===== src/nhc_pkg.sv =====
// ==========================================================
// Shared constants for the flash host
// ==========================================================
package nhc_pkg;

  // Clock and timing
  localparam int CLK_PERIOD_NS = 10;
  localparam int T_PHASE_NS    = 20;                // Least strobe low or high time
  localparam int PHASE_CYC     = (T_PHASE_NS + CLK_PERIOD_NS - 1) / CLK_PERIOD_NS;
  localparam int T_WB_NS       = 100;               // Least wait before busy is valid
  localparam int WB_CYC        = (T_WB_NS + CLK_PERIOD_NS - 1) / CLK_PERIOD_NS;

  // Command bytes
  localparam logic [7:0] CMD_READ_ID    = 8'h90;
  localparam logic [7:0] CMD_READ_UID   = 8'hED;
  localparam logic [7:0] CMD_READ_PARAM = 8'hEC;
  localparam logic [7:0] CMD_STATUS     = 8'h70;
  localparam logic [7:0] CMD_READ_MODE  = 8'h00;
  localparam logic [7:0] CMD_PAGE_GO    = 8'h30;
  localparam logic [7:0] CMD_COL_SET    = 8'h05;
  localparam logic [7:0] CMD_COL_GO     = 8'hE0;

  // Address bytes and lengths
  localparam logic [7:0] ADDR_ID_STD    = 8'h00;
  localparam logic [7:0] ADDR_ID_ONFI   = 8'h20;
  localparam logic [7:0] ADDR_ZERO      = 8'h00;
  localparam int         ID_STD_LEN     = 5;
  localparam int         ID_ONFI_LEN    = 4;
  localparam int         UID_LEN        = 16;
  localparam int         PAGE_BYTES     = 2176;
  localparam int         PAGE_WORDS     = 1088;
  localparam logic [7:0] UID_XOR_OK     = 8'hFF;

  // Host operations
  typedef enum logic [3:0] {
    OP_ID_STD  = 4'h0,
    OP_ID_ONFI = 4'h1,
    OP_UID     = 4'h2,
    OP_PARAM   = 4'h3,
    OP_STATUS  = 4'h4,
    OP_RMODE   = 4'h5,
    OP_PAGE    = 4'h6,
    OP_COLUMN  = 4'h7,
    OP_DATA    = 4'h8
  } nhc_op_type;

  // Bus cycle kinds
  typedef enum logic [1:0] {
    CYC_CMD  = 2'h0,
    CYC_ADDR = 2'h1,
    CYC_READ = 2'h2
  } nhc_cyc_type;

endpackage : nhc_pkg


===== src/nhc_cyc_if.sv =====
`timescale 1ns/100ps
// ==========================================================
// One bus cycle request between sequencer and cycle engine
// ==========================================================
interface nhc_cyc_if;
  logic                 req;
  nhc_pkg::nhc_cyc_type kind;
  logic [7:0]           wbyte;
  logic                 ack;
  logic [15:0]          rword;

  modport master (output req, kind, wbyte, input ack, rword);
  modport slave  (input req, kind, wbyte, output ack, rword);
endinterface : nhc_cyc_if


===== src/nhc_cycle.sv =====
`timescale 1ns/100ps
// ==========================================================
// Cycle engine: one command, address or read cycle per request
// ==========================================================
module nhc_cycle (
  input  wire logic  i_clk,
  input  wire logic  i_rst_n,
  nhc_cyc_if.slave   cyc,
  output logic       o_cle,
  output logic       o_ale,
  output logic       o_we_n,
  output logic       o_re_n,
  output logic [15:0] o_io_out,
  output logic       o_io_oe,
  input  wire logic [15:0] i_io_in
);

  typedef enum logic [2:0] {
    E_IDLE = 3'h1,
    E_LOW  = 3'h2,
    E_HIGH = 3'h4
  } nhc_eng_type;

  nhc_eng_type st_q, st_d;
  logic [7:0]  div_q, div_d;
  logic        cle_q, cle_d, ale_q, ale_d, we_n_q, we_n_d, re_n_q, re_n_d;
  logic        oe_q, oe_d, ack_q, ack_d;
  logic [15:0] io_q, io_d, rd_q, rd_d;
  logic        tick;

  // Phase end after the least strobe time
  assign tick = (div_q == 8'(nhc_pkg::PHASE_CYC - 1));

  // ==========================================================
  // Next state
  // ==========================================================
  always_comb begin
    st_d   = st_q;
    div_d  = (st_q == E_IDLE || tick) ? 8'h00 : div_q + 8'h01;
    cle_d  = cle_q;
    ale_d  = ale_q;
    we_n_d = we_n_q;
    re_n_d = re_n_q;
    oe_d   = oe_q;
    io_d   = io_q;
    rd_d   = rd_q;
    ack_d  = 1'b0;
    unique case (st_q)
      E_IDLE: begin
        if (cyc.req && !ack_q) begin
          cle_d  = (cyc.kind == nhc_pkg::CYC_CMD);
          ale_d  = (cyc.kind == nhc_pkg::CYC_ADDR);
          oe_d   = (cyc.kind != nhc_pkg::CYC_READ);
          we_n_d = (cyc.kind == nhc_pkg::CYC_READ);
          re_n_d = (cyc.kind != nhc_pkg::CYC_READ);
          io_d   = {8'h00, cyc.wbyte};   // Upper lanes zero on commands
          st_d   = E_LOW;
        end
      end
      E_LOW: begin
        if (tick) begin
          if (!re_n_q) begin
            rd_d = i_io_in;              // Sample before read strobe rises
          end
          we_n_d = 1'b1;                 // Rising write strobe latches byte
          re_n_d = 1'b1;
          st_d   = E_HIGH;
        end
      end
      E_HIGH: begin
        if (tick) begin
          cle_d = 1'b0;
          ale_d = 1'b0;
          oe_d  = 1'b0;
          ack_d = 1'b1;
          st_d  = E_IDLE;
        end
      end
      default: st_d = E_IDLE;
    endcase
  end

  // Registers
  always_ff @(posedge i_clk) begin
    if (!i_rst_n) begin
      st_q   <= E_IDLE;
      div_q  <= 8'h00;
      cle_q  <= 1'b0;
      ale_q  <= 1'b0;
      we_n_q <= 1'b1;
      re_n_q <= 1'b1;
      oe_q   <= 1'b0;
      io_q   <= 16'h0000;
      rd_q   <= 16'h0000;
      ack_q  <= 1'b0;
    end else begin
      st_q   <= st_d;
      div_q  <= div_d;
      cle_q  <= cle_d;
      ale_q  <= ale_d;
      we_n_q <= we_n_d;
      re_n_q <= re_n_d;
      oe_q   <= oe_d;
      io_q   <= io_d;
      rd_q   <= rd_d;
      ack_q  <= ack_d;
    end
  end

  assign cyc.ack   = ack_q;
  assign cyc.rword = rd_q;
  assign o_cle     = cle_q;
  assign o_ale     = ale_q;
  assign o_we_n    = we_n_q;
  assign o_re_n    = re_n_q;
  assign o_io_out  = io_q;
  assign o_io_oe   = oe_q;

endmodule : nhc_cycle


===== src/nhc_host.sv =====
`timescale 1ns/100ps
module nhc_host #(
  parameter int DW = 8                        // 8 or 16 bit flash bus
) (
  input  wire logic             I_CLK_SYS,
  input  wire logic             I_RESET_N,
  input  wire logic             I_OP_VALID,
  input  wire logic [3:0]       I_OP_CODE,
  input  wire logic [39:0]      I_OP_ADDR,
  input  wire logic [11:0]      I_OP_LEN,
  output logic                  O_BUSY,
  output logic                  O_DONE,
  output logic [DW-1:0]         O_RD_DATA,
  output logic                  O_RD_VALID,
  output logic                  O_UID_OK,
  output logic                  O_CE_N,
  output logic                  O_CLE,
  output logic                  O_ALE,
  output logic                  O_WE_N,
  output logic                  O_RE_N,
  output logic [15:0]           O_IO_OUT,
  output logic                  O_IO_OE,
  input  wire logic [15:0]      I_IO_IN,
  input  wire logic             I_RB_N
);

  typedef enum logic [7:0] {
    ST_IDLE = 8'h01,
    ST_CMD1 = 8'h02,
    ST_ADDR = 8'h04,
    ST_CMD2 = 8'h08,
    ST_WB   = 8'h10,
    ST_RB   = 8'h20,
    ST_DATA = 8'h40,
    ST_DONE = 8'h80
  } nhc_st_type;

  nhc_cyc_if cyc ();

  nhc_st_type          st_q, st_d;
  nhc_pkg::nhc_op_type op_q, op_d;
  logic [7:0]  cmd1_q, cmd1_d, cmd2_q, cmd2_d;
  logic        has1_q, has1_d, has2_q, has2_d, wait_q, wait_d;
  logic [2:0]  naddr_q, naddr_d, asent_q, asent_d;
  logic [39:0] addr_q, addr_d;
  logic [11:0] len_q, len_d;
  logic [7:0]  wb_q, wb_d;
  logic        status_q, status_d, rctx_q, rctx_d;
  logic [4:0]  idx_q, idx_d;
  logic [7:0]  uid_mem [nhc_pkg::UID_LEN];
  logic        uid_ok_q, uid_ok_d, uid_bad;
  logic        done_q, done_d, rv_q, rv_d;
  logic [DW-1:0] rdat_q, rdat_d;
  logic        start;
  logic        busy_q;

  // Start only with the device idle and ready
  assign start = I_OP_VALID && I_RB_N;

  // ==========================================================
  // Sequencer next state
  // ==========================================================
  always_comb begin
    st_d = st_q;  op_d = op_q;  cmd1_d = cmd1_q;  cmd2_d = cmd2_q;
    has1_d = has1_q;  has2_d = has2_q;  wait_d = wait_q;  naddr_d = naddr_q;
    asent_d = asent_q;  addr_d = addr_q;  len_d = len_q;  wb_d = wb_q;
    status_d = status_q;  rctx_d = rctx_q;  done_d = 1'b0;
    unique case (st_q)
      ST_IDLE: begin
        if (start) begin
          op_d   = nhc_pkg::nhc_op_type'(I_OP_CODE);
          len_d  = I_OP_LEN;
          has1_d = 1'b1;  has2_d = 1'b0;  wait_d = 1'b0;
          naddr_d = 3'h0;  asent_d = 3'h0;  addr_d = I_OP_ADDR;
          wb_d = 8'h00;                    // Fresh busy wait for every operation
          cmd1_d = nhc_pkg::CMD_READ_MODE;
          cmd2_d = nhc_pkg::CMD_READ_MODE;
          unique case (nhc_pkg::nhc_op_type'(I_OP_CODE))
            nhc_pkg::OP_ID_STD: begin
              cmd1_d = nhc_pkg::CMD_READ_ID;  naddr_d = 3'h1;
              addr_d = {32'h0000_0000, nhc_pkg::ADDR_ID_STD};
            end
            nhc_pkg::OP_ID_ONFI: begin
              cmd1_d = nhc_pkg::CMD_READ_ID;  naddr_d = 3'h1;
              addr_d = {32'h0000_0000, nhc_pkg::ADDR_ID_ONFI};
            end
            nhc_pkg::OP_UID: begin
              cmd1_d = nhc_pkg::CMD_READ_UID;  naddr_d = 3'h1;  wait_d = 1'b1;
              addr_d = {32'h0000_0000, nhc_pkg::ADDR_ZERO};
            end
            nhc_pkg::OP_PARAM: begin
              cmd1_d = nhc_pkg::CMD_READ_PARAM;  naddr_d = 3'h1;  wait_d = 1'b1;
              addr_d = {32'h0000_0000, nhc_pkg::ADDR_ZERO};
            end
            nhc_pkg::OP_STATUS: cmd1_d = nhc_pkg::CMD_STATUS;
            nhc_pkg::OP_RMODE:  cmd1_d = nhc_pkg::CMD_READ_MODE;
            nhc_pkg::OP_PAGE: begin
              naddr_d = 3'h5;  has2_d = 1'b1;  wait_d = 1'b1;
              cmd2_d = nhc_pkg::CMD_PAGE_GO;
            end
            nhc_pkg::OP_COLUMN: begin
              cmd1_d = nhc_pkg::CMD_COL_SET;  naddr_d = 3'h2;  has2_d = 1'b1;
              cmd2_d = nhc_pkg::CMD_COL_GO;
            end
            // Restore data output after status polling
            default: has1_d = status_q && rctx_q;
          endcase
          st_d = (has1_d) ? ST_CMD1 : ST_DATA;
        end
      end
      ST_CMD1: if (cyc.ack) begin
        status_d = (cmd1_q == nhc_pkg::CMD_STATUS);
        if (op_q == nhc_pkg::OP_PARAM || op_q == nhc_pkg::OP_PAGE) begin
          rctx_d = 1'b1;
        end else if (op_q == nhc_pkg::OP_ID_STD || op_q == nhc_pkg::OP_ID_ONFI
                     || op_q == nhc_pkg::OP_UID) begin
          rctx_d = 1'b0;
        end
        st_d = (naddr_q != 3'h0) ? ST_ADDR : (has2_q ? ST_CMD2 : ST_DATA);
      end
      ST_ADDR: if (cyc.ack) begin
        addr_d  = {8'h00, addr_q[39:8]};   // Lowest byte goes first
        asent_d = asent_q + 3'h1;
        if (asent_d == naddr_q) begin
          st_d = has2_q ? ST_CMD2 : (wait_q ? ST_WB : ST_DATA);
        end
      end
      ST_CMD2: if (cyc.ack) begin
        wb_d = 8'h00;
        st_d = wait_q ? ST_WB : ST_DATA;
      end
      ST_WB: begin
        wb_d = wb_q + 8'h01;
        if (wb_q == 8'(nhc_pkg::WB_CYC - 1)) begin
          st_d = ST_RB;
        end
      end
      // Hold off reads until the device reports ready
      ST_RB: if (I_RB_N) begin
        st_d = ST_DATA;
      end
      ST_DATA: begin
        if (len_q == 12'h000) begin
          st_d = ST_DONE;
        end else if (cyc.ack) begin
          len_d = len_q - 12'h001;
        end
      end
      ST_DONE: begin
        done_d = 1'b1;
        st_d   = ST_IDLE;
      end
      default: st_d = ST_IDLE;
    endcase
  end

  // Sequencer registers
  always_ff @(posedge I_CLK_SYS) begin
    if (!I_RESET_N) begin
      st_q <= ST_IDLE;  op_q <= nhc_pkg::OP_ID_STD;  cmd1_q <= 8'h00;  cmd2_q <= 8'h00;
      has1_q <= 1'b0;  has2_q <= 1'b0;  wait_q <= 1'b0;  naddr_q <= 3'h0;
      asent_q <= 3'h0;  addr_q <= 40'h00_0000_0000;  len_q <= 12'h000;  wb_q <= 8'h00;
      status_q <= 1'b0;  rctx_q <= 1'b0;  done_q <= 1'b0;
    end else begin
      st_q <= st_d;  op_q <= op_d;  cmd1_q <= cmd1_d;  cmd2_q <= cmd2_d;
      has1_q <= has1_d;  has2_q <= has2_d;  wait_q <= wait_d;  naddr_q <= naddr_d;
      asent_q <= asent_d;  addr_q <= addr_d;  len_q <= len_d;  wb_q <= wb_d;
      status_q <= status_d;  rctx_q <= rctx_d;  done_q <= done_d;
    end
  end

  // ==========================================================
  // Cycle requests to the engine
  // ==========================================================
  always_comb begin
    cyc.req   = (st_q == ST_CMD1) || (st_q == ST_ADDR) || (st_q == ST_CMD2)
                || ((st_q == ST_DATA) && (len_q != 12'h000));
    cyc.kind  = (st_q == ST_ADDR) ? nhc_pkg::CYC_ADDR
              : (st_q == ST_DATA) ? nhc_pkg::CYC_READ : nhc_pkg::CYC_CMD;
    cyc.wbyte = (st_q == ST_ADDR) ? addr_q[7:0]
              : (st_q == ST_CMD2) ? cmd2_q : cmd1_q;
  end

  // ==========================================================
  // Read data and unique value check
  // ==========================================================
  assign uid_bad = idx_q[4] && ((uid_mem[idx_q[3:0]] ^ cyc.rword[7:0])
                                != nhc_pkg::UID_XOR_OK);
  always_comb begin
    rv_d     = (st_q == ST_DATA) && cyc.ack;
    rdat_d   = rv_d ? cyc.rword[DW-1:0] : rdat_q;
    idx_d    = idx_q;
    uid_ok_d = uid_ok_q;
    if (st_q == ST_IDLE && start
        && nhc_pkg::nhc_op_type'(I_OP_CODE) == nhc_pkg::OP_UID) begin
      idx_d    = 5'h00;
      uid_ok_d = 1'b1;
    end else if (rv_d && op_q == nhc_pkg::OP_UID) begin
      idx_d = idx_q + 5'h01;
      if (uid_bad) begin
        uid_ok_d = 1'b0;
      end
    end
  end

  // Data registers
  always_ff @(posedge I_CLK_SYS) begin
    if (!I_RESET_N) begin
      rv_q     <= 1'b0;
      rdat_q   <= '0;
      idx_q    <= 5'h00;
      uid_ok_q <= 1'b0;
    end else begin
      rv_q     <= rv_d;
      rdat_q   <= rdat_d;
      idx_q    <= idx_d;
      uid_ok_q <= uid_ok_d;
    end
  end

  // Unique value store, first half of each pair
  always_ff @(posedge I_CLK_SYS) begin
    if (rv_d && op_q == nhc_pkg::OP_UID && !idx_q[4]) begin
      uid_mem[idx_q[3:0]] <= cyc.rword[7:0];
    end
  end

  // Chip select held low and busy held high for the whole operation
  always_ff @(posedge I_CLK_SYS) begin
    if (!I_RESET_N) begin
      O_CE_N <= 1'b1;
      busy_q <= 1'b0;
    end else begin
      O_CE_N <= (st_d == ST_IDLE);
      busy_q <= (st_d != ST_IDLE);
    end
  end

  nhc_cycle u_cycle (
    .i_clk    (I_CLK_SYS),
    .i_rst_n  (I_RESET_N),
    .cyc      (cyc.slave),
    .o_cle    (O_CLE),
    .o_ale    (O_ALE),
    .o_we_n   (O_WE_N),
    .o_re_n   (O_RE_N),
    .o_io_out (O_IO_OUT),
    .o_io_oe  (O_IO_OE),
    .i_io_in  (I_IO_IN)
  );

  assign O_BUSY     = busy_q;
  assign O_DONE     = done_q;
  assign O_RD_DATA  = rdat_q;
  assign O_RD_VALID = rv_q;
  assign O_UID_OK   = uid_ok_q;
endmodule : nhc_host


===== config.mk =====
export PLATFORM = sky130hd
export DESIGN_NAME = nhc_host
export DESIGN_NICKNAME = d
export VERILOG_FILES = /design/src/nhc_pkg.sv /design/src/nhc_cyc_if.sv /design/src/nhc_cycle.sv /design/src/nhc_host.sv
export SDC_FILE = /design/constraint.sdc
export NUM_CORES = 1
export LEC_CHECK = 0
export ABC_AREA = 0
export BUFFER_PORTS_ARGS = -buffer_cell sky130_fd_sc_hd__buf_2
export CORE_UTILIZATION = 35
export CTS_CLUSTER_DIAMETER = 200
export DETAILED_ROUTE_END_ITERATION = 8
export GPL_TIMING_DRIVEN = 1
export PLACE_DENSITY = 0.6
export SLEW_MARGIN = 10
export SYNTH_ARGS = -nofsm -noshare
export SYNTH_HDL_FRONTEND = slang
export SYNTH_SLANG_ARGS = --single-unit

===== constraint.sdc =====
create_clock -name I_CLK_SYS -period 3.5 [get_ports I_CLK_SYS]
set_clock_uncertainty 0.15 [all_clocks]
set_input_delay 0.7 -clock I_CLK_SYS [delete_from_list [all_inputs] [get_ports I_CLK_SYS]]
set_output_delay 0.7 -clock I_CLK_SYS [all_outputs]
set_load 0.05 [all_outputs]

==> results_dict.tcl, run 1 <==
set metrics [dict create \
    status "complete, no violations" \
    slowest_stage "and2_1" \
    met2_length_mm 12.8 \
    synth_area_sq_um 11900 \
    wl_mm 27.3 \
    netlist.area_leader.share 0.322 \
    dieWidth_microns 187 \
    synth_xor_area_frac 0.0290 \
    pin_count 110 \
    crit_path_start_kind "flop" \
    worstMarginPinSlew_ps 1160 \
    timing.final.setup_violations 0 \
    path_depth 5 \
    hold_violations 0 \
    detail-route-antenna-nets 0 \
    ys_warn_count 0 \
    cp_slowest_stage_delay_ps 560 \
    avgViaCountPerCell 5.08 \
    drive_gt1_frac 0.182 \
    fin_cells 1655 \
    worstPathCellList "nor4_4 > and3_1 > nand2_1 > nor4b_1 > and2_1" \
    synth-main-ff-cell "dfxtp_1" \
    firstDrtPassIters 5 \
    reg2regPathDepth 5 \
    critPathKind "flop to flop" \
    worst_slack_ps 566 \
    gp_congestion 0.809 \
    ys_seq_area_frac 0.562 \
    cts_tree "done" \
    worstReg2RegStart "st_q[2]" \
    fin_crit_sh 0.838 \
    synth_top_area_cell "edfxtp_1" \
    required_ps 3550 \
    arrival_ps 2980 \
    utilization 0.413 \
    ys_ff_latch 271 \
    synth_top_family_by_area "simple AND/OR/NAND/NOR gates" \
    ff2ff_setup_slack_ps 570 \
    wl_met3_mm 1.23 \
    placementRows 67 \
    power.leakage_nw 4.85 \
    fin_crit_ps 2930 \
    grt_overflow 0 \
    fin_area_sq_um 13800 \
    dp_hpwl_mm 18.0 \
    reg2reg_to "uid_mem[10][1]" \
    top_layer "met4" \
    cts.sinks 271 \
    nNetsFinal 1271 \
    synth_area_per_cell_sq_um 10.8 \
    grt_pass1_wl_mm 43.7 \
    vias 8410 \
    place_worst_setup_slack_ps 569 \
    powerDensity_nw_per_um2 492 \
    cp_top_family "simple AND/OR/NAND/NOR gates" \
    tns_ps 0 \
    synth_area_leaders "edfxtp_1 32%, dfxtp_1 24%, mux4_2 5.5%" \
    cts_root_buffer "clkbuf_16" \
    cp_num_buf_inv 0 \
    cts_made_buffers 28 \
    synthArstFlopShare 0 \
    grt_use_total 0.156 \
    syn_to_final_growth_pct 15.9 \
    cts_buffer_depth 3 \
    synth_compound_area_frac 0.0917 \
    fillers 3289 \
    placed_cells 1603 \
    ff_latch_area_sq_um 6710 \
    cts_resized 0 \
    post_cts_buffers 0 \
    synthAdderAreaFrac 0.0105 \
    synthSimpleGateAreaFrac 0.180 \
    wl_per_cell_microns 16.5 \
    start_util 0.356 \
    drtIter0Drc 661 \
    first_global_vias 8073 \
    coreArea_sq_um 33500 \
    wl_met1_mm 12.8 \
    synthCells 1103 \
    max_freq_mhz 341 \
    worstPathMaxFanout 12 \
    synth-edff-count 128 \
    slew_headroom 0.225 \
    timing.final.max_slew_violations 0 \
    htreeDepth 1 \
    critPathCaptureType "flop" \
    hold_start "I_IO_IN[5]" \
    placed_cell_area_sq_um 12900 \
    holdBufCountCts 0 \
    multi_input_area_sq_um 4840 \
    die_height_microns 187 \
    ys_types 68 \
    drc_errors 0 \
    synthMuxAreaShare 0.0899 \
    hold_path_class "input pin to flop" \
    hold_end "u_cycle.cyc.rword[5]" \
    clock_latency_ps 560 \
    peakVddDrop_mv 0.295 \
    hold_depth 3 \
    antenna_found_initial 1 \
    port_buffers 93 \
    dieArea_sq_um 34800 \
    maxCapViolations 0 \
    clk_pin_slew_worst_paths_ps 60 \
    rsz0062_at_grt "false" \
    grt_max_degree 102 \
]
==> metrics by stage <==
step | hold slack [ps] | total power, mW
after detailed placement | 296 | 3.88
after CTS | 201 | 6.89
after floorplan | 282 | 3.77
final | 219 | 6.81
after global routing | 214 | 7.09
after global placement | 290 | 3.88
==> logic make-up (layout without fill, tap and decap cells) <==
group,after synthesis,count (layout)
AO/OA/AOI/OAI,162,162
XOR/XNOR,38,38
adder cells (fa/ha/maj),10,10
buffers and inverters,99,195
flip-flops,271,271
multiplexers,71,71
other,1,9
AND/OR/NAND/NOR,451,451
==> area by class of cell <==
cell class | instances | area share
well taps | 448 | 0.0405
inverters | 19 | 0.00525
diodes | 1 | 0.000181
repair buffers | 125 | 0.0519
clock inverters | 19 | 0.0156
clock buffers | 32 | 0.0517
flip-flops and latches | 271 | 0.485
multi-input cells | 740 | 0.350
==> how the worst max path moves through the flow <==
stage	from	to	slack (ps)
final	st_q[2]	uid_mem[10][1]	570
after global placement	st_q[2]	uid_mem[10][1]	600
after floorplan	st_q[3]	uid_mem[12][0]	860
after CTS	st_q[2]	u_cycle.o_io_out[6]	570
after detailed placement	st_q[2]	u_cycle.o_io_out[5]	570
after global routing	st_q[2]	u_cycle.o_io_out[1]	340
==> worst min-delay path: cells and delay by family <==
| kind | cells | cell delay, ps |
|---|---|---|
| buffers and inverters | 1 | 70 |
| AND/OR/NAND/NOR | 1 | 70 |
| multiplexers | 1 | 50 |
==> state kept, by name, summed over array words and instances (netlist names), 3 cells and up, named ones only <==
name and cells:
uid_mem 128, addr_q 40, len_q 12, O_RD_DATA 8, st_q 8, u_cycle.cyc.rword 8, u_cycle.div_q 8, u_cycle.o_io_out 8
wb_q 8, cmd1_q 6, idx_q 5, op_q 4, asent_q 3, cmd2_q 3, u_cycle.st_q 3
==> per-layer routing <==
| metal | GRT usage | up-vias |
|---|---|---|
| met1 | 0.218 | 4056 |
| met5 | 0 | - |
| met2 | 0.254 | 184 |
| met3 | 0.0213 | 35 |
| met4 | 0.0378 | 0 |
| li1 | - | 4135 |
==> report_power, final <==
part           leakage, nW  switching (mW)  internal [mW]
clock network        0.457            1.23           1.76
registers             2.26          0.0452           3.35
logic                 2.13           0.266          0.154
==> layout by cell type, fill, tap and decap left out, drive strengths merged, types with 22 or more instances in the layout <==
cell type,instances
a211oi,39
a21oi,65
buf,125
clkbuf,32
dfxtp,143
edfxtp,128
mux2i,42
mux4,29
nand2,101
nand3,34
nor2,171
nor3,47
nor4,23
o21ai,22
xnor2,23
==> synthesized netlist by cell type (all sizes together) (8+ instances only) <==
master / number
a21oi: 65
or3: 8
nor2: 171
nand2: 101
dfxtp: 143
mux2i: 42
edfxtp: 128
ha: 10
o21ai: 22
inv: 17
clkbuf: 49
a211oi: 39
xnor2: 23
buf: 31
and2: 13
nor3: 47
nand3: 34
xor2: 14
nand2b: 12
nor4: 23
mux4: 29
No activity file was read; power rests on OpenSTA's default activity.
==> inputs of run 2 (changes only) <==
clock period = 2.7 ns   (was 3.5 ns; I/O delays follow)
==> results_dict.tcl, run 2 (synthesized netlist as in run 1, its figures left out) <==
set metrics [dict create \
    status "complete, no violations" \
    drive_gt1_frac 0.207 \
    cts_tree "done" \
    grt_overflow 0 \
    peakVddDrop_mv 0.342 \
    cts_root_buffer "clkbuf_16" \
    critPathCaptureType "flop" \
    timing.final.max_slew_violations 0 \
    clk_pin_slew_worst_paths_ps 60 \
    wl_per_cell_microns 16.2 \
    first_global_vias 8091 \
    dieWidth_microns 187 \
    worstPathMaxFanout 4 \
    hold_violations 0 \
    avgViaCountPerCell 5.03 \
    slew_headroom 0.379 \
    grt_use_total 0.154 \
    required_ps 2940 \
    coreArea_sq_um 33500 \
    power_mw 8.86 \
    clock_latency_ps 530 \
    drtIter0Drc 564 \
    port_buffers 93 \
    cts.sinks 271 \
    hold_path_class "input pin to flop" \
    critPathKind "flop to flop" \
    cts_made_buffers 27 \
    pin_count 110 \
    dp_hpwl_mm 18.3 \
    maxCapViolations 0 \
    fin_crit_sh 0.962 \
    vias 8475 \
    grt_pass1_wl_mm 43.5 \
    worstMarginPinSlew_ps 929 \
    gp_congestion 0.799 \
    dieArea_sq_um 34800 \
    powerDensity_nw_per_um2 624 \
    max_freq_mhz 385 \
    firstDrtPassIters 5 \
    crit_path_start_kind "flop" \
    final_common_cell "nor2_1" \
    antenna_found_initial 1 \
    hold_depth 3 \
    start_util 0.356 \
    fin_crit_ps 2600 \
    holdBufCountCts 0 \
    power.leakage_nw 5.04 \
    fillers 3255 \
    cp_slowest_stage_delay_ps 580 \
    nNetsFinal 1303 \
    arrival_ps 2830 \
    die_height_microns 187 \
    timing.final.setup_violations 0 \
    drc_errors 0 \
    num_antenna_cells 0 \
    rsz0062_at_grt "false" \
    wl_mm 27.3 \
    slowest_stage "or4b_4" \
    reg2regPathDepth 8 \
    largest_register_ffs 128 \
    syn_to_final_growth_pct 19.0 \
    cts_buffer_depth 3 \
    placementRows 67 \
    grt_max_degree 86 \
    tns_ps 0 \
    worstPathCellList "inv_1 > ha_1 > or4b_1 > or4b_4 > a21oi_4 > or3_1 > mux2i_1 > a31oi_1" \
    detail-route-antenna-nets 0 \
    final_cell_mix "170 x nor2_1, 143 x dfxtp_1, 128 x edfxtp_1" \
    htreeDepth 1 \
]
## run 2: power by group
part	switching [mW]	internal [mW]
clock	1.54	2.34
combinational	0.352	0.229
sequential	0.0582	4.34
## run 2: routing by layer
metal  vias to the layer above  wire length (microns)  global-route usage
met3                        23                   1120              0.0209
met2                       175                  12800               0.250
met1                      4082                  13000               0.218
met5                         -                      0                   0
met4                         0                    372              0.0353
li1                       4195                      -                   -
## run 2: metrics by stage
| step | cell area [sq um] | std cells | setup WS [ps] | util | hold WS, ps |
|---|---|---|---|---|---|
| 5_1_grt | 14200 | 1686 | 8.42 | 0.423 | 89.0 |
| 4_1_cts | 14200 | 1685 | 16.3 | 0.422 | 74.6 |
| 6_report | 14200 | 1686 | 104 | 0.423 | 95.9 |
| 3_5_place_dp | 13200 | 1635 | 44.7 | 0.394 | 296 |
| 2_1_floorplan | 12000 | 1110 | 63.5 | - | 282 |
| 3_3_place_gp | 13200 | 1635 | 71.8 | 0.394 | 290 |
## run 2: worst paths after layout
| check | start | to | slack (ps) |
|---|---|---|---|
| worst min-delay path | I_IO_IN[4] | u_cycle.cyc.rword[4] | 100 |
| worst min register to register | addr_q[33] | addr_q[33] | 300 |
| worst max-delay path | len_q[1] | u_cycle.o_we_n | 100 |
| worst max register to register | len_q[1] | u_cycle.o_we_n | 100 |
## run 2: cell type report
cell class                      count  area [sq um]  share of cell area
Clock inverter                     12           169              0.0119
Multi-Input combinational cell    740          4870               0.343
Sequential cell                   271          6710               0.472
Inverter                           19          72.6             0.00511
Clock buffer                       38           757              0.0533
Tap cell                          448           561              0.0395
Timing Repair Buffer              158          1070              0.0751
## run 2: critical path, delay by kind of cell, from the launching register on
kind | cells | cell delay [ps]
fa+ha+maj | 1 | 160
flops | 1 | 330
mux | 1 | 210
simple gates | 3 | 1300
buf+inv | 1 | 80
compound gates | 2 | 240
## run 2: repair_timing
action	in CTS	in global routing
resized for setup	0	4
setup endpoints to repair	0	47
buffers inserted	0	1
==> inputs of run 3 (changes only) <==
CORE_UTILIZATION = 58   (was 35)
PLACE_DENSITY = 0.86   (was 0.6)
==> results_dict.tcl, run 3 (synthesized netlist as in run 1, its figures left out) <==
set metrics [dict create \
    status "complete, no violations" \
    final_common_cell "nor2_1" \
    fin_crit_ps 2640 \
    utilization 0.688 \
    grt_overflow 0 \
    timing.final.setup_violations 0 \
    rsz0062_at_grt "true" \
    peakVddDrop_mv 0.550 \
    fin_cells 1498 \
    drive_gt1_frac 0.205 \
    place_worst_setup_slack_ps -37.3 \
    pin_count 110 \
    holdBufCountCts 0 \
    critPathCaptureType "flop" \
    cp_num_buf_inv 2 \
    largest_register_ffs 128 \
    placed_cell_area_sq_um 12900 \
    dp_hpwl_mm 17.9 \
    grt_use_total 0.263 \
    cp_top_family "simple AND/OR/NAND/NOR gates" \
    grt_max_degree 103 \
    nNetsFinal 1294 \
    path_depth 9 \
    powerDensity_nw_per_um2 630 \
    fin_crit_sh 0.979 \
    avgViaCountPerCell 6.05 \
    worstPathMaxFanout 8 \
    clock_latency_ps 530 \
    cts.sinks 271 \
    dieWidth_microns 145 \
    max_freq_mhz 378 \
    worst_slack_ps 56.0 \
    timing.final.max_slew_violations 0 \
    hold_violations 0 \
    tns_ps 0 \
    placementRows 52 \
    vias 9056 \
    coreArea_sq_um 20200 \
    num_antenna_cells 0 \
    clk_pin_slew_worst_paths_ps 70 \
    wl_per_cell_microns 18.9 \
    worstPathCellList "inv_1 > ha_1 > or4b_4 > nor4_4 > nand3b_1 > or3_1 > buf_6 > mux2i_2 > nor2_1" \
    hold_path_class "input pin to flop" \
    gp_congestion 0.867 \
    wl_mm 28.3 \
    placed_cells 1447 \
    fin_area_sq_um 13900 \
    port_buffers 93 \
    syn_to_final_growth_pct 16.6 \
    maxCapViolations 0 \
    grt_pass1_wl_mm 44.3 \
    arrival_ps 2910 \
    antenna_found_initial 0 \
    die_height_microns 145 \
    cp_slowest_stage_delay_ps 470 \
    cts_made_buffers 26 \
    dieArea_sq_um 21200 \
    slew_headroom 0.342 \
    crit_path_start_kind "flop" \
    required_ps 2970 \
    worstMarginPinSlew_ps 985 \
    critPathKind "flop to flop" \
    detail-route-antenna-nets 0 \
    slowest_stage "or4b_4" \
    first_global_vias 8669 \
    cts_root_buffer "clkbuf_16" \
    power.leakage_nw 4.98 \
    cts_buffer_depth 3 \
    reg2regPathDepth 9 \
    cts_tree "done" \
    drtIter0Drc 844 \
    htreeDepth 1 \
    final_cell_mix "170 x nor2_1, 143 x dfxtp_1, 128 x edfxtp_1" \
    firstDrtPassIters 5 \
    drc_errors 0 \
    start_util 0.590 \
    hold_depth 3 \
]
-- run 3: path summary, 6_finish.rpt --
kind | startpoint | endpoint | slack (ps)
min reg2reg | O_RD_DATA[6] | O_RD_DATA[6] | 310
min | I_IO_IN[6] | u_cycle.cyc.rword[6] | 100
max reg2reg | u_cycle.div_q[1] | u_cycle.cyc.rword[2] | 60
max | u_cycle.div_q[1] | u_cycle.cyc.rword[2] | 60
-- run 3: final cells by class --
type                            instances  area, sq um
Tap cell                              270          338
Inverter                               19         72.6
Multi-Input combinational cell        740         4900
Sequential cell                       271         6710
Timing Repair Buffer                  150         1010
Fill cell                            1343         6320
Clock buffer                           34          722
Clock inverter                         14          166
-- run 3: repair_timing --
action	4_1_cts	5_1_grt
gates resized for setup	3	12
setup buffers	0	3
pin swaps	0	3
gates cloned	0	0
setup endpoints to repair	37	74
-- run 3: metrics by stage --
step	total power, mW	hold WS, ps
floorplan	4.89	282
global placement	5.04	290
detailed placement	5.06	296
CTS	8.78	93.2
global route	9.02	108
finish	8.77	100
-- run 3: worst reg2reg max path, cell delays in order, from the launching register on --
cell and delay, ps:
dfxtp_1 340, inv_1 70, ha_1 120, or4b_4 470
nor4_4 250, nand3b_1 170, or3_1 350, buf_6 170
mux2i_2 170, nor2_1 270
-- run 3: report_power, final --
group	leakage, nW	internal [mW]	total [mW]	switching [mW]
Clock	0.433	2.26	3.78	1.52
Sequential	2.26	4.34	4.40	0.0611
Combinational	2.29	0.227	0.587	0.360
Total	4.98	6.83	8.77	1.95
-- run 3: layer usage --
layer	track usage	vias up	share of wire
met5	0	-	0
met4	0.116	0	0.033
met3	0.0351	84	0.078
met2	0.433	432	0.49
met1	0.349	4362	0.40
li1	-	4178	-
